## src/common/rtm_pkg.sv

```systemverilog
// Purpose: Constants for the transmit and receive mode configuration block
// Assumes: APB with 32-bit data, one aligned word per register
// Notes: Offsets are register indices; byte address is four times the index
package rtm_pkg;
	localparam logic [7:0] IDX_TRANSMIT_MODE = 8'h12;
	localparam logic [7:0] IDX_RECEIVE_MODE = 8'h13;
	localparam logic [7:0] IDX_RX_CONTROL = 8'h18;
	localparam logic [7:0] IDX_RX_STATUS = 8'h19;
	localparam logic [7:0] RESET_TRANSMIT_MODE = 8'h00;
	localparam logic [7:0] RESET_RECEIVE_MODE = 8'h00;
	localparam logic [7:0] MASK_TRANSMIT_MODE = 8'hfb;
	localparam logic [7:0] MASK_RECEIVE_MODE = 8'hff;
	localparam int BIT_CRC_EN = 7;
	localparam int BIT_RATE_HI = 6;
	localparam int BIT_RATE_LO = 4;
	localparam int BIT_INVERT = 3;
	localparam int BIT_IGNORE_SHORT = 3;
	localparam int BIT_MULTI = 2;
	localparam int BIT_FRAME_HI = 1;
	localparam int BIT_FRAME_LO = 0;
	localparam logic [2:0] RATE_106 = 3'h0;
	localparam logic [2:0] RATE_212 = 3'h1;
	localparam logic [2:0] RATE_424 = 3'h2;
	localparam logic [2:0] RATE_848 = 3'h3;
	localparam logic [1:0] FRAME_A = 2'h0;
	localparam logic [1:0] FRAME_B = 2'h3;
	localparam logic [5:0] SHORT_STREAM_BITS = 6'h04;
	localparam logic [15:0] CRC_PRESET_0000 = 16'h0000;
	localparam logic [15:0] CRC_PRESET_6363 = 16'h6363;
	localparam logic [15:0] CRC_PRESET_A671 = 16'ha671;
	localparam logic [15:0] CRC_PRESET_FFFF = 16'hffff;
	localparam logic [3:0] CMD_RECEIVE = 4'h8;
	localparam logic [3:0] CMD_TRANSCEIVE = 4'hc;
	localparam logic [31:0] APB_UNMAPPED_READ = 32'h0000_0000;
	typedef enum logic [1:0] {
		RTM_RX_IDLE,
		RTM_RX_ACTIVE,
		RTM_RX_TRAILER,
		RTM_RX_DONE
	} rtm_rx_state_t;
endpackage

```

## src/hw/rtm_rate_decode.sv

```systemverilog
// Purpose: Decode a bit rate code into one-hot rate selects
// Assumes: Reserved codes select no rate
// Notes: Used for both transmit and receive paths
module rtm_rate_decode (
	input wire logic [2:0] rate_code,
	output logic [3:0] rate_onehot,
	output logic rate_is_106
);
	genvar g;
	generate
		for (g = 0; g < 4; g++) begin : g_rate
			assign rate_onehot[g] = (rate_code == 3'(g));
		end
	endgenerate
	assign rate_is_106 = rate_onehot[0];
endmodule

```

## src/hw/rtm_mode_config.sv

```systemverilog
// Purpose: Transmit and receive mode registers and the receive session control
// Assumes: Frame decoder and FIFO sit outside and talk over plain strobes
// Notes: Registers reached over APB; unmapped reads return zero
// Functional notes
// - Generated CRC appended on transmit while tx crc enable is set.
// - Transmit rate field picks 106, 212, 424 or 848 kBd.
// - Modulation invert bit inverts transmitted modulation.
// - Transmit framing 00 selects type A, 11 selects type B.
// - Received CRC checked while rx crc enable is set.
// - Receive rate field picks 106, 212, 424 or 848 kBd.
// - Ignore bit discards streams under four bits, receiver stays active.
// - Multi-frame bit clear ends reception after one frame.
// - Multi-frame bit set keeps receiver open for further frames.
// - Multi-frame reception ends only by a command other than receive or transceive, or by clearing bit.
// - In multi-frame mode an error byte copy follows each stream not discarded as short.
// - Receive framing 00 selects type A, 11 selects type B.
// - Transmit mode register at index 12h, resets to 00h.
// - Receive mode register at index 13h, resets to 00h.
// - CRC preset chosen from framing and CRC enables during RF traffic.
module rtm_mode_config (
	input wire logic pclk,
	input wire logic presetn,
	input wire logic psel,
	input wire logic penable,
	input wire logic pwrite,
	input wire logic [31:0] paddr,
	input wire logic [31:0] pwdata,
	input wire logic [3:0] pstrb,
	output logic [31:0] prdata,
	output logic pready,
	output logic pslverr,
	input wire logic [3:0] command_register,
	input wire logic command_write,
	input wire logic [7:0] error_register,
	input wire logic rf_active,
	input wire logic [15:0] sw_crc_preset,
	input wire logic stream_end,
	input wire logic [5:0] stream_bits,
	input wire logic fifo_ready,
	output logic tx_crc_enable,
	output logic [3:0] tx_rate_select,
	output logic tx_modulation_invert,
	output logic tx_frame_a,
	output logic tx_frame_b,
	output logic rx_crc_enable,
	output logic [3:0] rx_rate_select,
	output logic rx_frame_a,
	output logic rx_frame_b,
	output logic [15:0] crc_preset,
	output logic rx_enable,
	output logic stream_discard,
	output logic rx_complete,
	output logic fifo_push,
	output logic [7:0] fifo_data
);
	logic [7:0] transmit_mode;
	logic [7:0] receive_mode;
	logic [7:0] next_transmit_mode;
	logic [7:0] next_receive_mode;
	logic rx_start;
	logic rx_stop;
	logic rx_tx106;
	logic rx_rx106;
	logic [2:0] tx_bit_rate;
	logic [2:0] rx_bit_rate;
	logic [1:0] tx_frame_format;
	logic [1:0] rx_frame_format;
	logic rx_ignore_short_stream;
	logic rx_multi_frame;
	logic [7:0] frame_count;
	logic [7:0] next_frame_count;
	logic wr_en;
	logic rd_en;
	rtm_pkg::rtm_rx_state_t state;
	rtm_pkg::rtm_rx_state_t next_state;
	logic [7:0] next_fifo_data;
	logic [31:0] next_prdata;

	// Word index from byte address
	function automatic logic [7:0] reg_index(input logic [31:0] addr);
		reg_index = addr[9:2];
	endfunction

	// Apply byte lane zero write with reserved mask
	function automatic logic [7:0] masked_write(input logic [7:0] old, input logic [7:0] wd,
			input logic lane, input logic [7:0] mask);
		masked_write = lane ? (wd & mask) : old;
	endfunction

	assign pready = 1'b1;
	assign pslverr = 1'b0;
	assign wr_en = psel && penable && pwrite;
	assign rd_en = psel && !penable && !pwrite;

	always_comb begin
		next_transmit_mode = transmit_mode;
		next_receive_mode = receive_mode;
		if (wr_en && reg_index(paddr) == rtm_pkg::IDX_TRANSMIT_MODE) begin
			next_transmit_mode = masked_write(transmit_mode, pwdata[7:0], pstrb[0],
				rtm_pkg::MASK_TRANSMIT_MODE);
		end
		if (wr_en && reg_index(paddr) == rtm_pkg::IDX_RECEIVE_MODE) begin
			next_receive_mode = masked_write(receive_mode, pwdata[7:0], pstrb[0],
				rtm_pkg::MASK_RECEIVE_MODE);
		end
	end

	always_ff @(posedge pclk or negedge presetn) begin
		if (!presetn) begin
			transmit_mode <= rtm_pkg::RESET_TRANSMIT_MODE;
			receive_mode <= rtm_pkg::RESET_RECEIVE_MODE;
		end else begin
			transmit_mode <= next_transmit_mode;
			receive_mode <= next_receive_mode;
		end
	end

	// Read data registered in setup so it is stable in access
	always_comb begin
		next_prdata = prdata;
		if (rd_en) begin
			unique case (reg_index(paddr))
				rtm_pkg::IDX_TRANSMIT_MODE: next_prdata = {24'h000000, transmit_mode};
				rtm_pkg::IDX_RECEIVE_MODE: next_prdata = {24'h000000, receive_mode};
				rtm_pkg::IDX_RX_STATUS: next_prdata = {22'h000000, state, frame_count};
				default: next_prdata = rtm_pkg::APB_UNMAPPED_READ;
			endcase
		end
	end

	always_ff @(posedge pclk or negedge presetn) begin
		if (!presetn) begin
			prdata <= 32'h0000_0000;
		end else begin
			prdata <= next_prdata;
		end
	end

	assign tx_bit_rate = transmit_mode[rtm_pkg::BIT_RATE_HI:rtm_pkg::BIT_RATE_LO];
	assign rx_bit_rate = receive_mode[rtm_pkg::BIT_RATE_HI:rtm_pkg::BIT_RATE_LO];
	assign tx_frame_format = transmit_mode[rtm_pkg::BIT_FRAME_HI:rtm_pkg::BIT_FRAME_LO];
	assign rx_frame_format = receive_mode[rtm_pkg::BIT_FRAME_HI:rtm_pkg::BIT_FRAME_LO];
	assign rx_ignore_short_stream = receive_mode[rtm_pkg::BIT_IGNORE_SHORT];
	assign rx_multi_frame = receive_mode[rtm_pkg::BIT_MULTI];

	rtm_rate_decode u_tx_rate (
		.rate_code(tx_bit_rate),
		.rate_onehot(tx_rate_select),
		.rate_is_106(rx_tx106)
	);

	rtm_rate_decode u_rx_rate (
		.rate_code(rx_bit_rate),
		.rate_onehot(rx_rate_select),
		.rate_is_106(rx_rx106)
	);

	// CRC may be off only at 106 kBd; otherwise forced on
	assign tx_crc_enable = transmit_mode[rtm_pkg::BIT_CRC_EN] || !rx_tx106;
	assign rx_crc_enable = receive_mode[rtm_pkg::BIT_CRC_EN] || !rx_rx106;
	assign tx_modulation_invert = transmit_mode[rtm_pkg::BIT_INVERT];
	assign tx_frame_a = (tx_frame_format == rtm_pkg::FRAME_A);
	assign tx_frame_b = (tx_frame_format == rtm_pkg::FRAME_B);
	assign rx_frame_a = (rx_frame_format == rtm_pkg::FRAME_A);
	assign rx_frame_b = (rx_frame_format == rtm_pkg::FRAME_B);

	// Automatic preset during RF traffic
	always_comb begin
		crc_preset = sw_crc_preset;
		if (rf_active) begin
			if (tx_frame_b || rx_frame_b) begin
				crc_preset = rtm_pkg::CRC_PRESET_FFFF;
			end else if (tx_crc_enable || rx_crc_enable) begin
				crc_preset = rtm_pkg::CRC_PRESET_6363;
			end else begin
				crc_preset = rtm_pkg::CRC_PRESET_0000;
			end
		end
	end

	assign rx_start = command_write && (command_register == rtm_pkg::CMD_RECEIVE ||
		command_register == rtm_pkg::CMD_TRANSCEIVE);
	assign rx_stop = command_write && command_register != rtm_pkg::CMD_RECEIVE;
	assign stream_discard = stream_end && rx_ignore_short_stream &&
		stream_bits < rtm_pkg::SHORT_STREAM_BITS;

	// Receive session sequencing
	always_comb begin
		next_state = state;
		next_frame_count = frame_count;
		next_fifo_data = fifo_data;
		unique case (state)
			rtm_pkg::RTM_RX_IDLE, rtm_pkg::RTM_RX_DONE: begin
				if (rx_start) begin
					next_state = rtm_pkg::RTM_RX_ACTIVE;
					next_frame_count = 8'h00;
				end
			end
			rtm_pkg::RTM_RX_ACTIVE: begin
				if (rx_stop && !rx_start) begin
					next_state = rtm_pkg::RTM_RX_IDLE;
				end else if (stream_end && !stream_discard) begin
					next_frame_count = frame_count + 8'h01;
					if (rx_multi_frame) begin
						next_state = rtm_pkg::RTM_RX_TRAILER;
						next_fifo_data = error_register;
					end else begin
						next_state = rtm_pkg::RTM_RX_DONE;
					end
				end
			end
			rtm_pkg::RTM_RX_TRAILER: begin
				if (fifo_ready) begin
					// Multi-frame clear meanwhile still ends the session
					next_state = rx_multi_frame ? rtm_pkg::RTM_RX_ACTIVE :
						rtm_pkg::RTM_RX_DONE;
				end
			end
		endcase
		// Multi bit cleared after a frame ends session
		if (state == rtm_pkg::RTM_RX_ACTIVE && !rx_multi_frame && !stream_end &&
				!command_write && frame_count != 8'h00) begin
			next_state = rtm_pkg::RTM_RX_DONE;
		end
	end

	always_ff @(posedge pclk or negedge presetn) begin
		if (!presetn) begin
			state <= rtm_pkg::RTM_RX_IDLE;
			frame_count <= 8'h00;
			fifo_data <= 8'h00;
		end else begin
			state <= next_state;
			frame_count <= next_frame_count;
			fifo_data <= next_fifo_data;
		end
	end

	assign rx_enable = (state == rtm_pkg::RTM_RX_ACTIVE);
	assign fifo_push = (state == rtm_pkg::RTM_RX_TRAILER);
	assign rx_complete = (state == rtm_pkg::RTM_RX_DONE);

	property p_tx_reset_zero;
		@(posedge pclk) $rose(presetn) |-> transmit_mode == 8'h00;
	endproperty
	a_tx_reset_zero: assert property (p_tx_reset_zero) else $error("transmit mode not zero");

	property p_rx_reset_zero;
		@(posedge pclk) $rose(presetn) |-> receive_mode == 8'h00;
	endproperty
	a_rx_reset_zero: assert property (p_rx_reset_zero) else $error("receive mode not zero");

	property p_reserved_zero;
		@(posedge pclk) disable iff (!presetn) transmit_mode[2] == 1'b0;
	endproperty
	a_reserved_zero: assert property (p_reserved_zero) else $error("reserved bit set");

	property p_tx_write;
		@(posedge pclk) disable iff (!presetn)
			wr_en && pstrb[0] && reg_index(paddr) == rtm_pkg::IDX_TRANSMIT_MODE
			|=> transmit_mode == ($past(pwdata[7:0]) & rtm_pkg::MASK_TRANSMIT_MODE);
	endproperty
	a_tx_write: assert property (p_tx_write) else $error("transmit mode write lost");

	property p_tx_crc;
		@(posedge pclk) disable iff (!presetn)
			tx_crc_enable == (transmit_mode[rtm_pkg::BIT_CRC_EN] || tx_bit_rate != rtm_pkg::RATE_106);
	endproperty
	a_tx_crc: assert property (p_tx_crc) else $error("tx crc not enabled");

	property p_rx_crc;
		@(posedge pclk) disable iff (!presetn)
			rx_crc_enable == (receive_mode[rtm_pkg::BIT_CRC_EN] || rx_bit_rate != rtm_pkg::RATE_106);
	endproperty
	a_rx_crc: assert property (p_rx_crc) else $error("rx crc not enabled");

	property p_single_done;
		@(posedge pclk) disable iff (!presetn)
			rx_enable && stream_end && !stream_discard && !rx_multi_frame && !command_write
			|=> rx_complete && !rx_enable;
	endproperty
	a_single_done: assert property (p_single_done) else $error("receiver not closed");

	property p_multi_trailer;
		@(posedge pclk) disable iff (!presetn)
			rx_enable && stream_end && !stream_discard && rx_multi_frame && !command_write
			|=> fifo_push && fifo_data == $past(error_register);
	endproperty
	a_multi_trailer: assert property (p_multi_trailer) else $error("error byte missing");

	property p_discard;
		@(posedge pclk) disable iff (!presetn)
			rx_enable && stream_discard && !command_write |=> rx_enable;
	endproperty
	a_discard: assert property (p_discard) else $error("short stream ended rx");

	property p_invert;
		@(posedge pclk) disable iff (!presetn) tx_modulation_invert == transmit_mode[3];
	endproperty
	a_invert: assert property (p_invert) else $error("invert mismatch");

	property p_cmd_stop;
		@(posedge pclk) disable iff (!presetn) rx_enable && rx_stop && !rx_start |=> !rx_enable;
	endproperty
	a_cmd_stop: assert property (p_cmd_stop) else $error("receiver not stopped");

	property p_preset_b;
		@(posedge pclk) disable iff (!presetn)
			rf_active && (tx_frame_format == rtm_pkg::FRAME_B || rx_frame_format == rtm_pkg::FRAME_B)
			|-> crc_preset == rtm_pkg::CRC_PRESET_FFFF;
	endproperty
	a_preset_b: assert property (p_preset_b) else $error("crc preset not automatic");
endmodule

```

## config.mk

```make
export PLATFORM = sky130hd
export DESIGN_NAME = rtm_mode_config
export DESIGN_NICKNAME = d
export VERILOG_FILES = /design/src/common/rtm_pkg.sv /design/src/hw/rtm_rate_decode.sv /design/src/hw/rtm_mode_config.sv
export SDC_FILE = /design/constraint.sdc
export NUM_CORES = 1
export LEC_CHECK = 0
export BUFFER_PORTS_ARGS = -buffer_cell sky130_fd_sc_hd__clkbuf_2
export CAP_MARGIN = 40
export CORE_ASPECT_RATIO = 1.4
export CORE_MARGIN = 2
export CORE_UTILIZATION = 37
export CTS_CLUSTER_SIZE = 25
export DETAILED_ROUTE_END_ITERATION = 6
export PLACE_DENSITY = 0.74
export SYNTH_ARGS = -nofsm -noshare
export SYNTH_HDL_FRONTEND = slang
export SYNTH_SLANG_ARGS = --single-unit
export TNS_END_PERCENT = 5
```

## constraint.sdc

```tcl
create_clock -name pclk -period 1.8 [get_ports pclk]
set_clock_uncertainty 0.05 [all_clocks]
set_input_delay 0.18 -clock pclk [delete_from_list [all_inputs] [get_ports pclk]]
set_output_delay 0.18 -clock pclk [all_outputs]
set_load 0.03 [all_outputs]
```

Yosys cells after proc, flatten, opt, wreduce, memory -nomap -nowiden
Index checks and enable logic that the tools add are counted.
{"block": "totals", "register_bits": 65, "latch_bits": 0, "mem_bits_rw": 0, "mem_bits_ro": 0, "wordCells": 91, "mem_count": 0}
{"block": "op_classes", "add_sub_neg": 1, "mul": 0, "div_mod_pow": 0, "magnitude_cmp": 1, "n_eq_ne": 23, "shift": 0, "mux": 16, "bitwise_logic": 1, "reduce_logical": 43}
{"op": "2-to-1 mux 16 bit", "n": 2}
{"op": "case mux 10 bit (3 select lines)", "n": 1}
{"op": "== test 8 x 5 -> 1 bit, second input constant", "n": 3}
{"op": "2-to-1 mux 8 bit", "n": 3}
{"op": "logical AND 1 bit", "n": 16}
{"op": "case mux 8 bit (2 select lines)", "n": 1}
{"op": "2-to-1 mux 15 bit", "n": 1}
{"op": "== test 3 x 2 -> 1 bit, second input constant", "n": 4}
{"op": "2-to-1 mux 2 bit", "n": 6}
{"op": "zero test 1 bit", "n": 9}
{"op": "adder 8 x 1 -> 8 bit, second input constant", "n": 1}
{"op": "== test 2 bit, second input constant", "n": 4}
{"op": "== test 4 bit, second input constant", "n": 2}
{"op": "AND reduction 4 bit", "n": 2}
{"op": "nonzero test 8 bit", "n": 1}
{"op": "== test 3 x 1 -> 1 bit, second input constant", "n": 2}
{"op": "zero test 2 bit", "n": 3}
{"op": "zero test 3 bit", "n": 2}
{"op": "less-than comparator 6 x 3 -> 1 bit, second input constant", "n": 1}
{"op": "case mux 2 bit (3 select lines)", "n": 1}
{"op": "logical OR 1 bit", "n": 5}
{"op": "!= test 2 bit, second input constant", "n": 2}
{"op": "!= test 4 x 1 -> 1 bit, second input constant", "n": 1}
{"op": "!= test 4 bit, second input constant", "n": 1}
{"op": "10 further kinds", "n": 11}

Longest topological paths before layout
{"block": "logic_depth", "word_depth": 8, "mapped_depth": 7, "depth_no_buf": 6}

Cells and area by module
Synthesis repeated with hierarchy kept, for this count alone.
{"block": "unflattened", "cells_unflattened": 271, "hier_area_um2": 2612.5}
{"mod": "rtm_mode_config", "instances": 1, "cells_per_inst": 261, "area_per_inst_um2": 2537.4, "seq_area_each_um2": 1076.0}
{"mod": "rtm_rate_decode", "instances": 2, "cells_per_inst": 5, "area_per_inst_um2": 37.5, "seq_area_each_um2": 0.0}

Worst setup path before layout
No wires, ideal clock.
{"block": "synth_timing", "path_kind": "register to output", "from": "register transmit_mode[4]", "to": "output crc_preset[0]", "arrival_ns": 1.846, "setup_slack_ns": -0.276, "stages_incl_launch_ff": 5, "n_path_buf": 0, "cell_sequence": "dfrtp_1 > nor3_1 > nand2b_1 > o41ai_2 > o21ai_0"}
{"block": "synth_via", "elab_chain_len": 7}
{"element": "start: declaration", "line": "rtm_mode_config.sv:56", "text": "logic [7:0] transmit_mode;"}
{"element": "start signal: assignment", "line": "rtm_mode_config.sv:110", "text": "transmit_mode <= rtm_pkg::RESET_TRANSMIT_MODE;"}
{"element": "start signal: assignment", "line": "rtm_mode_config.sv:113", "text": "transmit_mode <= next_transmit_mode;"}
{"element": "zero test 3 bit", "line": "rtm_rate_decode.sv:12", "text": "assign rate_onehot[g] = (rate_code == 3'(g));"}
{"element": "named net rx_tx106", "line": "rtm_mode_config.sv:62", "text": "logic rx_tx106;"}
{"element": "zero test 1 bit", "line": "rtm_mode_config.sv:159", "text": "assign tx_crc_enable = transmit_mode[rtm_pkg::BIT_CRC_EN] || !rx_tx106;"}
{"element": "logical OR 1 bit", "line": "rtm_mode_config.sv:159"}
{"element": "named net tx_crc_enable", "line": "rtm_mode_config.sv:40", "text": "output logic tx_crc_enable,"}
{"element": "logical OR 1 bit", "line": "rtm_mode_config.sv:173", "text": "end else if (tx_crc_enable || rx_crc_enable) begin"}
{"element": "2-to-1 mux 15 bit", "line": "rtm_mode_config.sv:173"}
{"element": "2-to-1 mux 16 bit", "line": "rtm_mode_config.sv:171", "text": "if (tx_frame_b || rx_frame_b) begin"}
{"element": "2-to-1 mux 16 bit", "line": "rtm_mode_config.sv:170", "text": "if (rf_active) begin"}
{"element": "end: declaration", "line": "rtm_mode_config.sv:49", "text": "output logic [15:0] crc_preset,"}
The timed path passes the listed nets, and every way through them passes these cells.

Worst setup path in the final report
{"block": "layout_timing", "from": "register transmit_mode[6]", "to": "output crc_preset[8]"}
{"block": "layout_via", "elab_chain_len": 7}
{"element": "zero test 3 bit", "line": "rtm_rate_decode.sv:12"}
{"element": "zero test 1 bit", "line": "rtm_mode_config.sv:159"}
{"element": "logical OR 1 bit", "line": "rtm_mode_config.sv:159"}
{"element": "logical OR 1 bit", "line": "rtm_mode_config.sv:173"}
{"element": "2-to-1 mux 15 bit", "line": "rtm_mode_config.sv:173"}
{"element": "2-to-1 mux 16 bit", "line": "rtm_mode_config.sv:171"}
{"element": "2-to-1 mux 16 bit", "line": "rtm_mode_config.sv:170"}
No other way between the ends.

==> results.cfg <==
[timing]
max_freq_ghz = 0.507
worst_slew_pin_slew_ps = 539
finalCriticalPeriod_ps = 1970
postLayoutSetupSlackWorst_ps = -173
finalSetupViolations = 11
max-slew-margin-rel = 0.641
whs_ps = 71.6
maxSlewViolCount = 0
finalCritPeriodShare = 1.10
hold_viol = 0
grt_setup_unrepaired = true

[placed_design]
io_buffer_count = 109
placed_area_um2 = 3380
dpl.hpwl_mm = 5.33
gp_congestion = 0.849

[run_status]
outcome = complete, but fails checks
violations = setup timing

[global_routing]
grt_max_degree = 44
grt.total_usage = 0.176
grt_pass1_vias = 2319
antenna_found_initial = 0
grt_pass1_wl_mm = 10.6
grt_overflow = 0

[yosys]
synth_seq_area_share = 0.418
ys_types = 46
synth_edf_count = 0
synth_top_flop_cell = dfrtp_1
ys_ff_latch = 43
ys_warn_count = 0
syn-cell-area_um2 = 2570
async_flop_share = 1.00
avgSynthCellArea_um2 = 9.68
netlist_instances = 266

[floorplanning]
fp.coreArea_um2 = 6850
dieArea_um2 = 7650
die_y_um = 103
die_w_um = 74.5
initial_core_util = 0.376
num_rows = 36
boundaryPins = 188

[min_path]
hold_class = in2reg

[routing]
viasPerCell = 4.90
vias = 2474
post_drt_wl_per_cell_um = 13.8
drt-pass1-iter-count = 4
drt_iter0_drc = 94
drc_errors = 0
finalWirelength_mm = 6.98
drt.antenna.violating_nets = 0

[power_and_ir_drop]
powerDensity_nw_per_um2 = 815
p_leak_uw = 0.00193
vdd_drop_max_mv = 0.410

[worst_setup_path]
max_stage_delay_ps = 390
cp-start-kind = register
path_cells = nor3_2 > buf_4 > nand2b_4 > o41ai_4 > buf_6 > o21ai_2 > buf_6
crit_required_ps = 1570
rrSetupSlack_ps = -70
crit_fanout = 8
critPathTopFamily = buffers and inverters
cp_slowest_cell = dfrtp_1
critPathArrivalTime_ps = 1740
critPathCaptureType = primary output
crit_path_frequent_cell = buf_6
path_class = reg2out
crit_buf_inv = 3

[layout]
diodes = 0
final_cell_area_um2 = 3670
final_cell_mix = clkbuf_2, dfrtp_1, buf_4, inv_1, conb_1
area_growth_pct = 42.6
final_common_cell = clkbuf_2
num-nets-final = 525
drive_above_1_share = 0.495

[clock_network]
htreeDepth = 2
insertion_delay_ps = 290
cts_tree = done
root_buffer = clkbuf_8
cts_buffer_depth = 2
path_clk_slew_ps = 70
cts_sinks = 43
cts_made_buffers = 5

[run]
maxCapViolCount = 0
[path summary, 6_finish.rpt]
path	from	to	cells past startpoint
max in group asynchronous	presetn	receive_mode[0]	3
max reg2reg	state[1]	frame_count[6]	6
max	transmit_mode[6]	crc_preset[8]	7
min reg2reg	prdata[8]	prdata[8]	2
min in group asynchronous	presetn	prdata[9]	3
min	error_register[6]	fifo_data[6]	2
[cells in the mapped netlist, types with 2 or more instances]
master    count  area [µm²]
o21ai_0      32         160
and3b_1       2        17.5
buf_4        26         195
a21oi_1       8        40.0
mux2_2       23         259
nand4_1       5        31.3
inv_1        24        90.1
nor3_1        7        35.0
mux2i_1       2        20.0
ha_1          5        62.6
a222oi_1      7        70.1
and2_1        4        25.0
clkbuf_1      5        18.8
nor2_1        6        22.5
nand2b_1      2        12.5
and3_1        4        25.0
nand3_1       2        10.0
nand2_1      20        75.1
dfrtp_1      43        1080
a211o_1       2        17.5
a2111o_1      2        22.5
nor2b_1       2        12.5
a211oi_1      2        15.0
or3_1         4        25.0
nor3b_1       5        37.5
conb_1        2        7.51
[per-layer routing]
layer / track usage / vias up / routed length, µm
met1: 0.204 / 1189 / 2630
li1: - / 1186 / -
met4: 0.0714 / 0 / 140
met5: 0 / - / 0
met3: 0.0274 / 12 / 324
met2: 0.319 / 87 / 3890
[report_power, final]
| group | total (µW) | leakage, µW | switching, µW | internal [µW] |
|---|---|---|---|---|
| Sequential | 1120 | 0.000594 | 85.9 | 1040 |
| Clock | 575 | 0.0000422 | 303 | 272 |
| Combinational | 1290 | 0.00129 | 733 | 560 |
[cell type report]
cell class              count  area (µm²)
multi-input cells         189        1390
well taps                  95         119
flip-flops and latches     43        1080
fillers                   654        3180
repair buffers            146         915
clock buffers               7        76.3
inverters                  24        90.1
clock inverters             1        5.00
[sequential cells by signal, summed over array words and instances (netlist names)]
| register | flops |
|---|---|
| fifo_data | 8 |
| frame_count | 8 |
| prdata | 10 |
| receive_mode | 8 |
| state | 2 |
| transmit_mode | 7 |
[timing repair]
item,CTS,global route
setup buffers,3,1
pin swaps,3,4
hold endpoints to repair,43,0
hold buffers,1,0
endpoints found under the setup margin,13,32
gates resized for setup,13,45
[cell families (layout without fill, tap and decap cells)]
logic type,Yosys count,in the layout,synth area share
compound gates,60,60,0.151
fa+ha+maj,5,5,0.0243
buf+inv,56,178,0.120
flops,43,43,0.418
mux,25,25,0.108
other cells,2,24,0.00292
simple gates,75,75,0.175
[stage by stage]
step	total power (µW)	instances	utilization	setup TNS, ps	setup slack [ps]
after floorplan	1870	288	-	-2140	-111
after global placement	2260	492	0.494	-1230	-117
after detailed placement	2290	492	0.494	-1580	-138
after CTS	2910	504	0.516	-1780	-211
after global routing	3220	505	0.536	-2950	-260
final	2990	505	0.536	-1460	-173
(Power assumes the default switching activity.)
